<file path="src/hdl/bfc_pkg.sv">
// Constants and types shared by the regulator supervisor and its serial port.
// Assumes a 20 MHz system clock; all timing counts are derived from that rate.
package bfc_pkg;
    // Bus identity and register map
    localparam logic [6:0] I2C_ADDR = 7'h5B;
    localparam logic [7:0] REG_VOUT = 8'h00;
    localparam logic [7:0] REG_CONTROL_REG_ONE = 8'h01;
    localparam logic [7:0] REG_CONTROL_REG_TWO = 8'h02;
    localparam logic [7:0] REG_FAULT = 8'h03;
    // Field positions
    localparam int C1_TON_LSB = 0;
    localparam int C1_DLY_LSB = 2;
    localparam int C1_SWEN = 4;
    localparam int C2_SLEW_LSB = 0;
    localparam int C2_DISCH = 4;
    localparam int C2_NOFULL = 5;
    localparam int C2_OTRST = 6;
    localparam int F_PG = 0;
    localparam int F_SSD = 1;
    localparam int F_HIC = 2;
    localparam int F_WARN = 3;
    localparam int F_OT = 4;
    localparam int F_LATCH = 5;
    // Power-up values
    localparam logic [7:0] VOUT_RST = 8'h00;
    localparam logic [7:0] CONTROL_REG_ONE_RST = 8'h10;
    localparam logic [7:0] CONTROL_REG_TWO_RST = 8'h00;
    // Timing
    localparam int CLK_MHZ = 20;
    localparam int BLANK_NS = 65000;
    localparam int BLANK_CYC = (BLANK_NS * CLK_MHZ + 999) / 1000;
    localparam int DLY0_US = 250;
    localparam int DLY1_US = 1000;
    localparam int DLY2_US = 2000;
    localparam int DLY3_US = 3000;
    localparam int COOL_US = 1000;
    // Ramp: 420 ns/mV plus 200 ns/mV per slew code, per 5 mV code step
    localparam int RAMP_BASE_NS = 420;
    localparam int RAMP_INC_NS = 200;
    localparam int STEP_MV = 5;
    localparam int RAMP_BASE_CYC = RAMP_BASE_NS * STEP_MV * CLK_MHZ / 1000;
    localparam int RAMP_INC_CYC = RAMP_INC_NS * STEP_MV * CLK_MHZ / 1000;
    localparam logic [1:0] MAX_TRIES = 2'h3;
    localparam logic [7:0] WIDE_KNEE = 8'h44;
    typedef enum logic [2:0] {
        PS_OFF = 3'b000, PS_DELAY = 3'b001, PS_RAMP = 3'b010,
        PS_RUN = 3'b011, PS_COOL = 3'b100, PS_LATCH = 3'b101
    } bfc_pwr_t;
    typedef enum logic [2:0] {
        IS_IDLE = 3'b000, IS_ADDR = 3'b001, IS_PTR = 3'b010,
        IS_WR = 3'b011, IS_RD = 3'b100
    } bfc_i2c_t;
endpackage

</file>
<file path="src/hdl/bfc_ctrl.sv">
// Supervisory logic of a step-down regulator: serial register port,
// soft-start sequencing, power-good, thermal and hiccup fault handling.
// Assumes analog comparators deliver level flags; pins are asynchronous.
`timescale 1ns/1ps
`default_nettype none
module bfc_ctrl #(
    parameter int DLY0_CYC = bfc_pkg::DLY0_US * bfc_pkg::CLK_MHZ,
    parameter int DLY1_CYC = bfc_pkg::DLY1_US * bfc_pkg::CLK_MHZ,
    parameter int DLY2_CYC = bfc_pkg::DLY2_US * bfc_pkg::CLK_MHZ,
    parameter int DLY3_CYC = bfc_pkg::DLY3_US * bfc_pkg::CLK_MHZ,
    parameter int COOL_CYC = bfc_pkg::COOL_US * bfc_pkg::CLK_MHZ,
    parameter bit WIDE_RANGE = 1'b0
) (
    input wire logic clk_i,
    input wire logic rst_n_i,
    input wire logic scl_i,
    input wire logic sda_i,
    output logic sda_o,
    output logic sda_oe_n_o,
    input wire logic en_i,
    input wire logic input_undervoltage_lockout_i,
    input wire logic pg_rise_i,
    input wire logic pg_fall_i,
    input wire logic temp_warn_i,
    input wire logic temp_shut_i,
    input wire logic temp_cool_i,
    input wire logic hiccup_i,
    input wire logic duty_max_i,
    input wire logic vout_low_i,
    output logic pg_o,
    output logic pg_oe_n_o,
    output logic switch_en_o,
    output logic hs_hold_o,
    output logic discharge_o,
    output logic [1:0] on_time_select_o,
    output logic [7:0] target_code_o,
    output logic [11:0] target_mv_o
);
    logic [11:0] s1_q, s2_q;
    logic scl_p_q, sda_p_q;
    logic scl_s, sda_s, en_s, input_undervoltage_lockout_s, rise_s, fall_s;
    logic warn_s, shut_s, cool_s, hic_s, duty_s, low_s;
    bfc_pkg::bfc_i2c_t ist_q;
    bfc_pkg::bfc_pwr_t st_q;
    logic [7:0] sh_q, tx_q, ptr_q, vout_q, control_reg_one_q, control_reg_two_q, rdval;
    logic [3:0] cnt_q;
    logic ackph_q, drv_q;
    logic scl_up, scl_dn, start_c, stop_c, byte_done, wr_stb;
    logic [15:0] dcnt_q;
    logic [1:0] tries_q;
    logic [11:0] scnt_q, step_cyc;
    logic [10:0] bcnt_q;
    logic pg_q, ot_q, warn_q, hold_q, disch_q, run_ok, fault_ev, active, want;

    // Two-stage synchronisers; only the second stage is read
    always_ff @(posedge clk_i or negedge rst_n_i)
    begin
        if (!rst_n_i)
        begin
            // Bus lines start at their idle high level so no false edge follows reset
            s1_q <= 12'hC00;
            s2_q <= 12'hC00;
        end
        else
        begin
            s1_q <= {scl_i, sda_i, en_i, input_undervoltage_lockout_i, pg_rise_i, pg_fall_i,
                     temp_warn_i, temp_shut_i, temp_cool_i, hiccup_i,
                     duty_max_i, vout_low_i};
            s2_q <= s1_q;
        end
    end
    assign {scl_s, sda_s, en_s, input_undervoltage_lockout_s, rise_s, fall_s, warn_s, shut_s,
            cool_s, hic_s, duty_s, low_s} = s2_q;

    // Previous bus levels for edge and start/stop detection
    always_ff @(posedge clk_i or negedge rst_n_i)
    begin
        if (!rst_n_i)
        begin
            scl_p_q <= 1'b1;
            sda_p_q <= 1'b1;
        end
        else
        begin
            scl_p_q <= scl_s;
            sda_p_q <= sda_s;
        end
    end
    assign scl_up = scl_s & ~scl_p_q;
    assign scl_dn = ~scl_s & scl_p_q;
    assign start_c = scl_s & scl_p_q & sda_p_q & ~sda_s;
    assign stop_c = scl_s & scl_p_q & ~sda_p_q & sda_s;
    assign byte_done = scl_dn & (cnt_q == 4'h8);
    assign wr_stb = byte_done & (ist_q == bfc_pkg::IS_WR);

    // Read data mux; unmapped pointers read zero
    always_comb
    begin
        case (ptr_q)
            bfc_pkg::REG_VOUT: rdval = vout_q;
            bfc_pkg::REG_CONTROL_REG_ONE: rdval = control_reg_one_q;
            bfc_pkg::REG_CONTROL_REG_TWO: rdval = control_reg_two_q;
            bfc_pkg::REG_FAULT: rdval = {2'b00, st_q == bfc_pkg::PS_LATCH, ot_q,
                                         warn_q, st_q == bfc_pkg::PS_COOL,
                                         st_q == bfc_pkg::PS_RUN, pg_q};
            default: rdval = 8'h00;
        endcase
    end

    // Serial slave; held idle only under lockout, enable is ignored
    always_ff @(posedge clk_i or negedge rst_n_i)
    begin
        if (!rst_n_i)
        begin
            ist_q <= bfc_pkg::IS_IDLE;
            cnt_q <= 4'h0;
            ackph_q <= 1'b0;
            drv_q <= 1'b0;
            sh_q <= 8'h00;
            tx_q <= 8'h00;
            ptr_q <= 8'h00;
        end
        else if (input_undervoltage_lockout_s || stop_c)
        begin
            ist_q <= bfc_pkg::IS_IDLE;
            drv_q <= 1'b0;
        end
        else if (start_c)
        begin
            ist_q <= bfc_pkg::IS_ADDR;
            cnt_q <= 4'h0;
            ackph_q <= 1'b0;
            drv_q <= 1'b0;
        end
        else if (ist_q != bfc_pkg::IS_IDLE)
        begin
            if (scl_up)
            begin
                if (cnt_q == 4'h8)
                begin
                    cnt_q <= 4'h0;
                    // Master not-acknowledge ends a read
                    if (ist_q == bfc_pkg::IS_RD && sda_s && !drv_q)
                        ist_q <= bfc_pkg::IS_IDLE;
                end
                else
                begin
                    sh_q <= {sh_q[6:0], sda_s};
                    cnt_q <= cnt_q + 4'h1;
                end
            end
            else if (byte_done)
            begin
                ackph_q <= 1'b1;
                drv_q <= ist_q != bfc_pkg::IS_RD;
                case (ist_q)
                    bfc_pkg::IS_ADDR:
                    begin
                        if (sh_q[7:1] != bfc_pkg::I2C_ADDR)
                        begin
                            ist_q <= bfc_pkg::IS_IDLE;
                            drv_q <= 1'b0;
                        end
                        else if (sh_q[0])
                            ist_q <= bfc_pkg::IS_RD;
                        else
                            ist_q <= bfc_pkg::IS_PTR;
                    end
                    bfc_pkg::IS_PTR:
                    begin
                        ptr_q <= sh_q;
                        ist_q <= bfc_pkg::IS_WR;
                    end
                    bfc_pkg::IS_WR: ptr_q <= ptr_q + 8'h01;
                    default: ist_q <= ist_q;
                endcase
            end
            else if (scl_dn && ackph_q)
            begin
                ackph_q <= 1'b0;
                drv_q <= 1'b0;
                if (ist_q == bfc_pkg::IS_RD)
                begin
                    tx_q <= rdval;
                    drv_q <= ~rdval[7];
                    ptr_q <= ptr_q + 8'h01;
                end
            end
            else if (scl_dn && ist_q == bfc_pkg::IS_RD)
                drv_q <= ~tx_q[3'h7 - cnt_q[2:0]];
        end
    end
    assign sda_o = 1'b0;
    assign sda_oe_n_o = ~drv_q;

    // Configuration; only power-on reset restores defaults
    always_ff @(posedge clk_i or negedge rst_n_i)
    begin
        if (!rst_n_i)
        begin
            vout_q <= bfc_pkg::VOUT_RST;
            control_reg_one_q <= bfc_pkg::CONTROL_REG_ONE_RST;
            control_reg_two_q <= bfc_pkg::CONTROL_REG_TWO_RST;
        end
        else if (wr_stb)
        begin
            case (ptr_q)
                bfc_pkg::REG_VOUT: vout_q <= sh_q;
                bfc_pkg::REG_CONTROL_REG_ONE: control_reg_one_q <= sh_q;
                bfc_pkg::REG_CONTROL_REG_TWO: control_reg_two_q <= sh_q;
                default: vout_q <= vout_q;
            endcase
        end
    end
    assign on_time_select_o = control_reg_one_q[bfc_pkg::C1_TON_LSB +: 2];

    // Sequencer
    assign run_ok = en_s & control_reg_one_q[bfc_pkg::C1_SWEN] & ~input_undervoltage_lockout_s;
    assign active = (st_q == bfc_pkg::PS_RAMP) || (st_q == bfc_pkg::PS_RUN);
    assign fault_ev = active & (shut_s | hic_s);
    always_ff @(posedge clk_i or negedge rst_n_i)
    begin
        if (!rst_n_i)
        begin
            st_q <= bfc_pkg::PS_OFF;
            dcnt_q <= 16'h0000;
            tries_q <= 2'h0;
        end
        else if (!run_ok)
        begin
            st_q <= bfc_pkg::PS_OFF;
            tries_q <= 2'h0;
        end
        else
        begin
            case (st_q)
                bfc_pkg::PS_OFF:
                begin
                    st_q <= bfc_pkg::PS_DELAY;
                    case (control_reg_one_q[bfc_pkg::C1_DLY_LSB +: 2])
                        2'h0: dcnt_q <= 16'(DLY0_CYC);
                        2'h1: dcnt_q <= 16'(DLY1_CYC);
                        2'h2: dcnt_q <= 16'(DLY2_CYC);
                        default: dcnt_q <= 16'(DLY3_CYC);
                    endcase
                end
                bfc_pkg::PS_DELAY, bfc_pkg::PS_COOL:
                begin
                    if (dcnt_q != 16'h0000)
                        dcnt_q <= dcnt_q - 16'h0001;
                    else if (cool_s && !shut_s)
                        st_q <= bfc_pkg::PS_RAMP;
                end
                bfc_pkg::PS_RAMP, bfc_pkg::PS_RUN:
                begin
                    if (fault_ev)
                    begin
                        tries_q <= tries_q + 2'h1;
                        dcnt_q <= 16'(COOL_CYC);
                        if (tries_q == bfc_pkg::MAX_TRIES)
                            st_q <= bfc_pkg::PS_LATCH;
                        else if (shut_s && !control_reg_two_q[bfc_pkg::C2_OTRST])
                            st_q <= bfc_pkg::PS_LATCH;
                        else
                            st_q <= bfc_pkg::PS_COOL;
                    end
                    else if (st_q == bfc_pkg::PS_RAMP && target_code_o == vout_q)
                        st_q <= bfc_pkg::PS_RUN;
                    else if (pg_q)
                        tries_q <= 2'h0;
                end
                default: st_q <= st_q; // Latched until run_ok drops: enable, the switch-enable bit or lockout
            endcase
        end
    end
    assign switch_en_o = active;

    // Time per code step scales with step size on the wide variant
    always_comb
    begin
        step_cyc = 12'(bfc_pkg::RAMP_BASE_CYC)
                 + 12'(bfc_pkg::RAMP_INC_CYC) * {8'h00, control_reg_two_q[bfc_pkg::C2_SLEW_LSB +: 4]};
        if (WIDE_RANGE)
            step_cyc = (target_code_o >= bfc_pkg::WIDE_KNEE) ? step_cyc << 2 : step_cyc << 1;
    end

    // Target ramp; restarts from the lowest code after each off period
    always_ff @(posedge clk_i or negedge rst_n_i)
    begin
        if (!rst_n_i)
        begin
            target_code_o <= 8'h00;
            scnt_q <= 12'h000;
        end
        else if (!active)
        begin
            target_code_o <= 8'h00;
            scnt_q <= 12'h000;
        end
        else if (target_code_o != vout_q)
        begin
            if (scnt_q + 12'h001 >= step_cyc)
            begin
                scnt_q <= 12'h000;
                if (target_code_o < vout_q)
                    target_code_o <= target_code_o + 8'h01;
                else
                    target_code_o <= target_code_o - 8'h01;
            end
            else
                scnt_q <= scnt_q + 12'h001;
        end
    end

    // Code to millivolt map for the analog reference
    always_ff @(posedge clk_i or negedge rst_n_i)
    begin
        if (!rst_n_i)
            target_mv_o <= 12'h000;
        else if (!WIDE_RANGE)
            target_mv_o <= 12'd600 + 12'd5 * {4'h0, target_code_o};
        else if (target_code_o < bfc_pkg::WIDE_KNEE)
            target_mv_o <= 12'd600 + 12'd10 * {4'h0, target_code_o};
        else
            target_mv_o <= 12'd1280
                         + 12'd20 * {4'h0, target_code_o - bfc_pkg::WIDE_KNEE};
    end

    // Power-good with hysteresis via two comparators and a blanking filter
    assign want = pg_q ? ~fall_s : rise_s;
    always_ff @(posedge clk_i or negedge rst_n_i)
    begin
        if (!rst_n_i)
        begin
            pg_q <= 1'b0;
            bcnt_q <= 11'h000;
        end
        else if (!run_ok || fault_ev || st_q != bfc_pkg::PS_RUN)
        begin
            pg_q <= 1'b0;
            bcnt_q <= 11'h000;
        end
        else if (want != pg_q)
        begin
            if (bcnt_q == 11'(bfc_pkg::BLANK_CYC - 1))
            begin
                pg_q <= want;
                bcnt_q <= 11'h000;
            end
            else
                bcnt_q <= bcnt_q + 11'h001;
        end
        else
            bcnt_q <= 11'h000;
    end
    assign pg_o = 1'b0;
    assign pg_oe_n_o = pg_q; // Pulls low whenever not good

    // Thermal flags; a new event wins over a host clear
    always_ff @(posedge clk_i or negedge rst_n_i)
    begin
        if (!rst_n_i)
        begin
            ot_q <= 1'b0;
            warn_q <= 1'b0;
        end
        else
        begin
            warn_q <= warn_s & ~shut_s & (st_q != bfc_pkg::PS_COOL);
            if (shut_s)
                ot_q <= 1'b1;
            else if (wr_stb && ptr_q == bfc_pkg::REG_FAULT && !sh_q[bfc_pkg::F_OT])
                ot_q <= 1'b0;
        end
    end

    // Full-duty hold and discharge switch
    always_ff @(posedge clk_i or negedge rst_n_i)
    begin
        if (!rst_n_i)
        begin
            hold_q <= 1'b0;
            disch_q <= 1'b0;
        end
        else
        begin
            disch_q <= control_reg_two_q[bfc_pkg::C2_DISCH] & ~active;
            if (st_q != bfc_pkg::PS_RUN || control_reg_two_q[bfc_pkg::C2_NOFULL] || fault_ev)
                hold_q <= 1'b0;
            else if (low_s)
                hold_q <= 1'b0;
            else if (duty_s)
                hold_q <= 1'b1;
        end
    end
    assign hs_hold_o = hold_q;
    assign discharge_o = disch_q;
endmodule
`default_nettype wire

</file>
<file path="config.mk">
export PLATFORM = sky130hd
export DESIGN_NAME = bfc_ctrl
export DESIGN_NICKNAME = d
export VERILOG_FILES = /design/src/hdl/bfc_pkg.sv /design/src/hdl/bfc_ctrl.sv
export SDC_FILE = /design/constraint.sdc
export NUM_CORES = 1
export LEC_CHECK = 0
export ABC_AREA = 1
export BUFFER_PORTS_ARGS = -buffer_cell sky130_fd_sc_hd__buf_2
export CAP_MARGIN = 20
export CORE_MARGIN = 8
export CORE_UTILIZATION = 65
export DETAILED_ROUTE_END_ITERATION = 8
export HOLD_SLACK_MARGIN = 0.15
export PLACE_DENSITY = 0.95
export REMOVE_ABC_BUFFERS = 1
export SLEW_MARGIN = 5
export SYNTH_ARGS = -nofsm -noshare
export SYNTH_HDL_FRONTEND = slang
export SYNTH_SLANG_ARGS = --single-unit
export TNS_END_PERCENT = 50
</file>
<file path="constraint.sdc">
create_clock -name clk_i -period 5.1 [get_ports clk_i]
set_clock_uncertainty 0.2 [all_clocks]
set_input_delay 0.255 -clock clk_i [delete_from_list [all_inputs] [get_ports clk_i]]
set_output_delay 0.255 -clock clk_i [all_outputs]
set_load 0.02 [all_outputs]
</file>
# After elaboration in Yosys (flattened, before gate mapping)
# Index checks and enable logic that the tools add are counted.
# classes
addsub,11
mul,2
order_cmp,3
eq_ne,40
mux,72
bitwise,32
n_reduce_logical,56
# ops
operator,n
one-hot mux 16 bit (3 select lines),2
two-way mux 8 bit,7
two-way mux 3 bit,14
two-way mux 12 bit,3
two-way mux 11 bit,3
two-way mux 16 bit,2
one-hot mux 8 bit (4 select lines),1
two-way mux 1 bit,27
"adder 8 x 1 -> 8 bit, second input constant",2
"== test 8 x 2 -> 1 bit, second input constant",2
two-way mux 4 bit,4
inverter 1 bit,16
one-hot mux 8 bit (2 select lines),1
nonzero test 16 bit,1
"subtractor 16 x 1 -> 16 bit, second input constant",1
AND 1 bit,15
"inequality test 3 bit, second input constant",5
nonzero test 3 bit,5
AND reduction 7 bit,2
nonzero test 2 bit,7
"adder 10 x 11 -> 12 bit, first input constant",1
"adder 12 x 1 -> 12 bit, second input constant",1
"== test 3 x 2 -> 1 bit, second input constant",4
>= comparator 12 x 10 -> 1 bit,1
other kinds (45),89
# totals
ff_bits,152
inputBits,14
output_inout_bits,29
word_cells,242

# Longest topological paths before layout
# depth
word_depth,11
depth_mapped,19
mapped_depth_nobuf,19

# Least setup slack after synthesis
# OpenSTA, ideal clock, no wires.
# synth_path
kind,reg2reg
start,register control_reg_two_q[1]
end,register target_code_o[2]
setup_time_ns,0.118
t_arrival_ns,2.820
setup_slack_ns,1.961
stages_incl_launch_ff,16
path_buffers,1
synth_period_minus_slack_ns,3.139
path_cell_list,dfrtp_1 > ha_1 > ha_1 > inv_1 > fa_1 > inv_1 > o21ai_0 > nand3b_1 > ha_1 > a211oi_1 > nand3_1 > nor2_2 > nand2_4 > buf_6 > nand3_1 > nand2_1
# synth_via
elab_chain_cells,5
# synth_rtl
element,line_no,source
"start, declared",bfc_ctrl.sv:45,"logic [7:0] sh_q, tx_q, ptr_q, vout_q, control_reg_one_q, control_reg_two_q, rdval;"
"start signal, assigned",bfc_ctrl.sv:203,control_reg_two_q <= bfc_pkg::CONTROL_REG_TWO_RST;
"start signal, assigned",bfc_ctrl.sv:210,bfc_pkg::REG_CONTROL_REG_TWO: control_reg_two_q <= sh_q;
multiplier 3 x 4 -> 7 bit,bfc_ctrl.sv:282,"+ 12'(bfc_pkg::RAMP_INC_CYC) * {8'h00, control_reg_two_q[bfc_pkg::C2_SLEW_LSB +: 4]};"
adder 6 x 9 -> 10 bit,bfc_ctrl.sv:282,
>= comparator 12 x 10 -> 1 bit,bfc_ctrl.sv:302,if (scnt_q + 12'h001 >= step_cyc)
inequality test 2 x 1 -> 1 bit (no source line),-,
AND reduction 2 bit (no source line),-,
"end signal, assigned",bfc_ctrl.sv:306,target_code_o <= target_code_o + 8'h01;
"end signal, assigned",bfc_ctrl.sv:308,target_code_o <= target_code_o - 8'h01;
"end, declared",bfc_ctrl.sv:36,"output logic [7:0] target_code_o,"
# No other way between the ends.
# A chain may end at the register's enable or synchronous reset.

# Worst setup path after layout
# layout_path
start,register control_reg_two_q[1]
end,register target_code_o[6]
# Same word-level chain as after synthesis.

==> metrics.txt <==
crit-path max FO=15; final number of setup-violating endpoints=0; residual overflow from global routing=0; minimum period implied by the final worst setup slack=3.575 ns; placeable core area=13,240 um^2; initial core utilization=66.47%; Final Util=74.97%; Critical Setup Path Class=flip-flop to flip-flop; TritonCTS clock tree=yes; CTS Root Buffer Type=sky130_fd_sc_hd__clkbuf_16; most used flip-flop cell after synthesis=sky130_fd_sc_hd__dfrtp_1; Reg clk slew, reported paths=0.06 ns; critical path required time=5.20 ns; Avg Inst Size Synth=8.219 um^2; area added between synthesis and finish=12.79%; drt wl/cell=15.37 um; complex-gate fraction of the synthesized area=10.82%; adder-cell area share of the yosys netlist=9.467%; largest family of logic cells by synthesized area=simple AND/OR/NAND/NOR gates; cell internal power dissipation=2097 uW; row count=42; input/output buffers=40; unrepaired setup endpoints after global routing=false; startpoint of the most critical setup path=control_reg_two_q[1]$_DFFE_PN0P_; dominant cell type by area after synthesis=sky130_fd_sc_hd__dfrtp_1; Post-Syn Instances=1,071; number of CTS-inserted buffers=17; number of DRC markers in iteration 0=667; number of levels in the clock H-tree=4; sinks on the clock net=152; count of instances resized after the clock tree is built=0; leakage=0.004975 uW; Overall Global Routing Usage=23.70%; Switching Fraction=20.56%; number of maximum-capacitance violations=0; ratio of cells with drive above 1 in the final layout=14.56%; worst setup slack after layout=1.525 ns; fraction of synthesized cell area taken by the top area cell type=41.22%; critical path capture point type=flip-flop; Sum Neg Setup Slack=0 ns; multiplexer share of the synthesized area=0%; number of failing hold endpoints at the final stage=0; WP data arrival=3.68 ns; worst hold path type=flip-flop to flip-flop; WHS=0.1496 ns; power density relative to cell area=265.9 nW/um^2; worst slew slack as a fraction of its limit=31.87%; antenna violations before repair=0; count of yosys warnings during synthesis=0; reg-to-reg critical path startpoint=control_reg_two_q[1]$_DFFE_PN0P_; sort of element at the start of the critical path=flip-flop; part of the total power dissipated in combinational logic=3.2%; number of synthesized flops with an enable pin=0; instance count after placement with tap cells included=1,272; xor-xnor portion of the synthesized cell area=2.488%; worst setup timing slack at the placement stage=1.664 ns; area of the die=17,520 um^2; area of the mapped netlist=8802 um^2; IR drop worst, VDD=326.9 uV; die boundary width=132.4 um; total detailed-routing wirelength=20,340 um; sequential share of the synthesized area=43.31%; clock latency of the later-clocked register in the worst-skew pair=0.43 ns; fraction of power consumed by the clock network=50.0%; most area-consuming cells after synthesis=sky130_fd_sc_hd__dfrtp_1 41%, sky130_fd_sc_hd__nand2_1 12%, sky130_fd_sc_hd__ha_1 8.1%, sky130_fd_sc_hd__inv_1 5.4%, sky130_fd_sc_hd__nand3_1 4.0%; pin count of the biggest net entering global routing=117; simple-gate area share of the yosys netlist=25.93%; Least-Margin Pin Slew=1.015 ns; proportion of register bits with asynchronous set or reset after synthesis=100.0%; worst-case clock buffer depth=2; outcome=finished, final reports clean; vertical die dimension=132.4 um; dpl hpwl=13,790 um; count of fill cells added during filler insertion=897; Nets=1,211; first drt pass iteration count=5; wire length of the first global-routing pass=34,240 um; Post-Layout Cell Count=1,323; post-detailed-route via-to-cell ratio=5.657; maximum achievable frequency=279.7 MHz; Max Transition Viols Final=0; FF+latch count, synth=152; Top-Level Pins=43; DRT antenna net count=0; launch point of the worst hold path=s1_q[3]$_DFF_PN0_; final routed DRC violation total=0; global placement routability congestion=0.9025; diode count=0; final worst path period share=70.09%; vias in the first global route=7,408; sw power=542.8 uW; distinct cell type count of the synthesized netlist=52; via count of the routed design=7,484; sequential share of power=46.9%
-- synthesized netlist by cell type (4+ instances only) --
cell type and number:
sky130_fd_sc_hd__nand3_1 70, sky130_fd_sc_hd__nand3_2 8, sky130_fd_sc_hd__o21ai_1 30, sky130_fd_sc_hd__nand2_1 282, sky130_fd_sc_hd__nor3_1 11, sky130_fd_sc_hd__nand2_2 10, sky130_fd_sc_hd__inv_2 20, sky130_fd_sc_hd__o21ai_2 18
sky130_fd_sc_hd__dfrtp_1 145, sky130_fd_sc_hd__fa_1 6, sky130_fd_sc_hd__dfstp_2 7, sky130_fd_sc_hd__a31oi_1 4, sky130_fd_sc_hd__xor2_1 19, sky130_fd_sc_hd__inv_1 127, sky130_fd_sc_hd__nor2_4 6, sky130_fd_sc_hd__o22ai_2 5
sky130_fd_sc_hd__buf_2 5, sky130_fd_sc_hd__nand4_1 17, sky130_fd_sc_hd__ha_1 57, sky130_fd_sc_hd__o21ai_0 55, sky130_fd_sc_hd__buf_6 7, sky130_fd_sc_hd__buf_4 4, sky130_fd_sc_hd__a21oi_1 33, sky130_fd_sc_hd__nor2_2 7
sky130_fd_sc_hd__xnor2_1 6, sky130_fd_sc_hd__nor2_1 75
-- critical path, cell delays in order (launching register included) --
cell and delay (ns):
sky130_fd_sc_hd__dfrtp_1 0.45, sky130_fd_sc_hd__ha_1 0.34, sky130_fd_sc_hd__ha_1 0.22, sky130_fd_sc_hd__inv_1 0.07
sky130_fd_sc_hd__fa_1 0.42, sky130_fd_sc_hd__inv_1 0.09, sky130_fd_sc_hd__o21ai_0 0.14, sky130_fd_sc_hd__xnor2_1 0.16
sky130_fd_sc_hd__ha_1 0.31, sky130_fd_sc_hd__nand2_1 0.07, sky130_fd_sc_hd__o21ai_0 0.18, sky130_fd_sc_hd__nor2_1 0.06
sky130_fd_sc_hd__nand2_1 0.06, sky130_fd_sc_hd__nand2_1 0.07, sky130_fd_sc_hd__nand2_4 0.21, sky130_fd_sc_hd__nand2_2 0.17
sky130_fd_sc_hd__nand2_1 0.17, sky130_fd_sc_hd__nand2_1 0.07
-- worst paths after layout --
check / to / slack [ns] / depth (start not counted)
setup reg to reg: target_code_o[6]$_DFFE_PN0P_ / 1.53 / 17
max in group asynchronous: dcnt_q[5]$_DFFE_PN0P_ / 2.87 / 5
hold reg to reg: s2_q[3]$_DFF_PN0_ / 0.15 / 0
hold / removal: s2_q[3]$_DFF_PN0_ / 0.15 / 0
min in group asynchronous: target_mv_o[7]$_DFF_PN0_ / 0.65 / 3
setup / recovery: target_code_o[6]$_DFFE_PN0P_ / 1.53 / 17
-- layout make-up --
cell class	instances	area (um^2)	share of cell area [%]
Multi-Input combinational cell	754	4294	43.25
Sequential cell	152	3812	38.40
Inverter	149	561.8	5.658
Clock buffer	24	471.7	4.751
Timing Repair Buffer	60	421.7	4.247
Tap cell	176	220.2	2.218
Clock inverter	8	146.4	1.474
-- sequential cells by signal, indices dropped and copies added (netlist names), 2 cells and up --
signal / flops
control_reg_two_q: 8
target_mv_o: 12
ptr_q: 8
tx_q: 8
control_reg_one_q: 8
dcnt_q: 16
ist_q: 3
scnt_q: 12
st_q: 3
vout_q: 8
s2_q: 12
sh_q: 8
target_code_o: 8
cnt_q: 4
tries_q: 2
s1_q: 12
bcnt_q: 11
-- layout by cell type, fill, tap and decap left out, drive strengths merged, types with 7 or more instances in the layout --
master	n
buf	42
o21ai	103
nor3	15
a21oi	34
xor2	19
nand3	78
inv	148
dlygate4sd3	18
ha	57
nand4	17
nand2	295
nor2	88
clkbuf	24
dfstp	7
dfrtp	145
-- metal layers --
layer | track usage [%] | vias up | share of wire [%]
met4 | 10.16 | 0 | 3.3
met5 | 0 | - | 0
met3 | 6.250 | 77 | 6.9
met2 | 40.34 | 296 | 50
met1 | 27.63 | 3539 | 40
li1 | - | 3572 | -
-- logic make-up after synthesis --
logic type	after synthesis
other	1
xor gates and xnor gates	25
adders and majority gates	63
buffers and inverters	166
and+or+nand+nor	505
AOI/OAI and AO/OA	159
DFF	152
-- through the flow --
| stage | power (uW) | area (um^2) |
|---|---|---|
| after floorplan | 1287 | 8668 |
| after global placement | 1327 | 9102 |
| after global routing | 2713 | 9928 |
| after detailed placement | 1329 | 9102 |
| after CTS | 2649 | 9891 |
| final | 2640 | 9928 |
-- power groups by stage --
stage          Combinational (uW)  Sequential [uW]  Clock [uW]
2_1_floorplan                32.1             1260           0
3_3_place_gp                 69.5             1260           0
3_5_place_dp                 70.7             1260           0
4_1_cts                      81.1             1240        1330
5_1_grt                      95.0             1240        1380
6_report                     83.5             1240        1320
-- what timing repair did --
action | CTS | global route
hold endpoints to repair | 124 | 40
endpoints found under the setup margin | 0 | 0
hold buffers | 17 | 1
setup buffers | 0 | 0
Note: power is estimated with default switching activity, not from simulation.
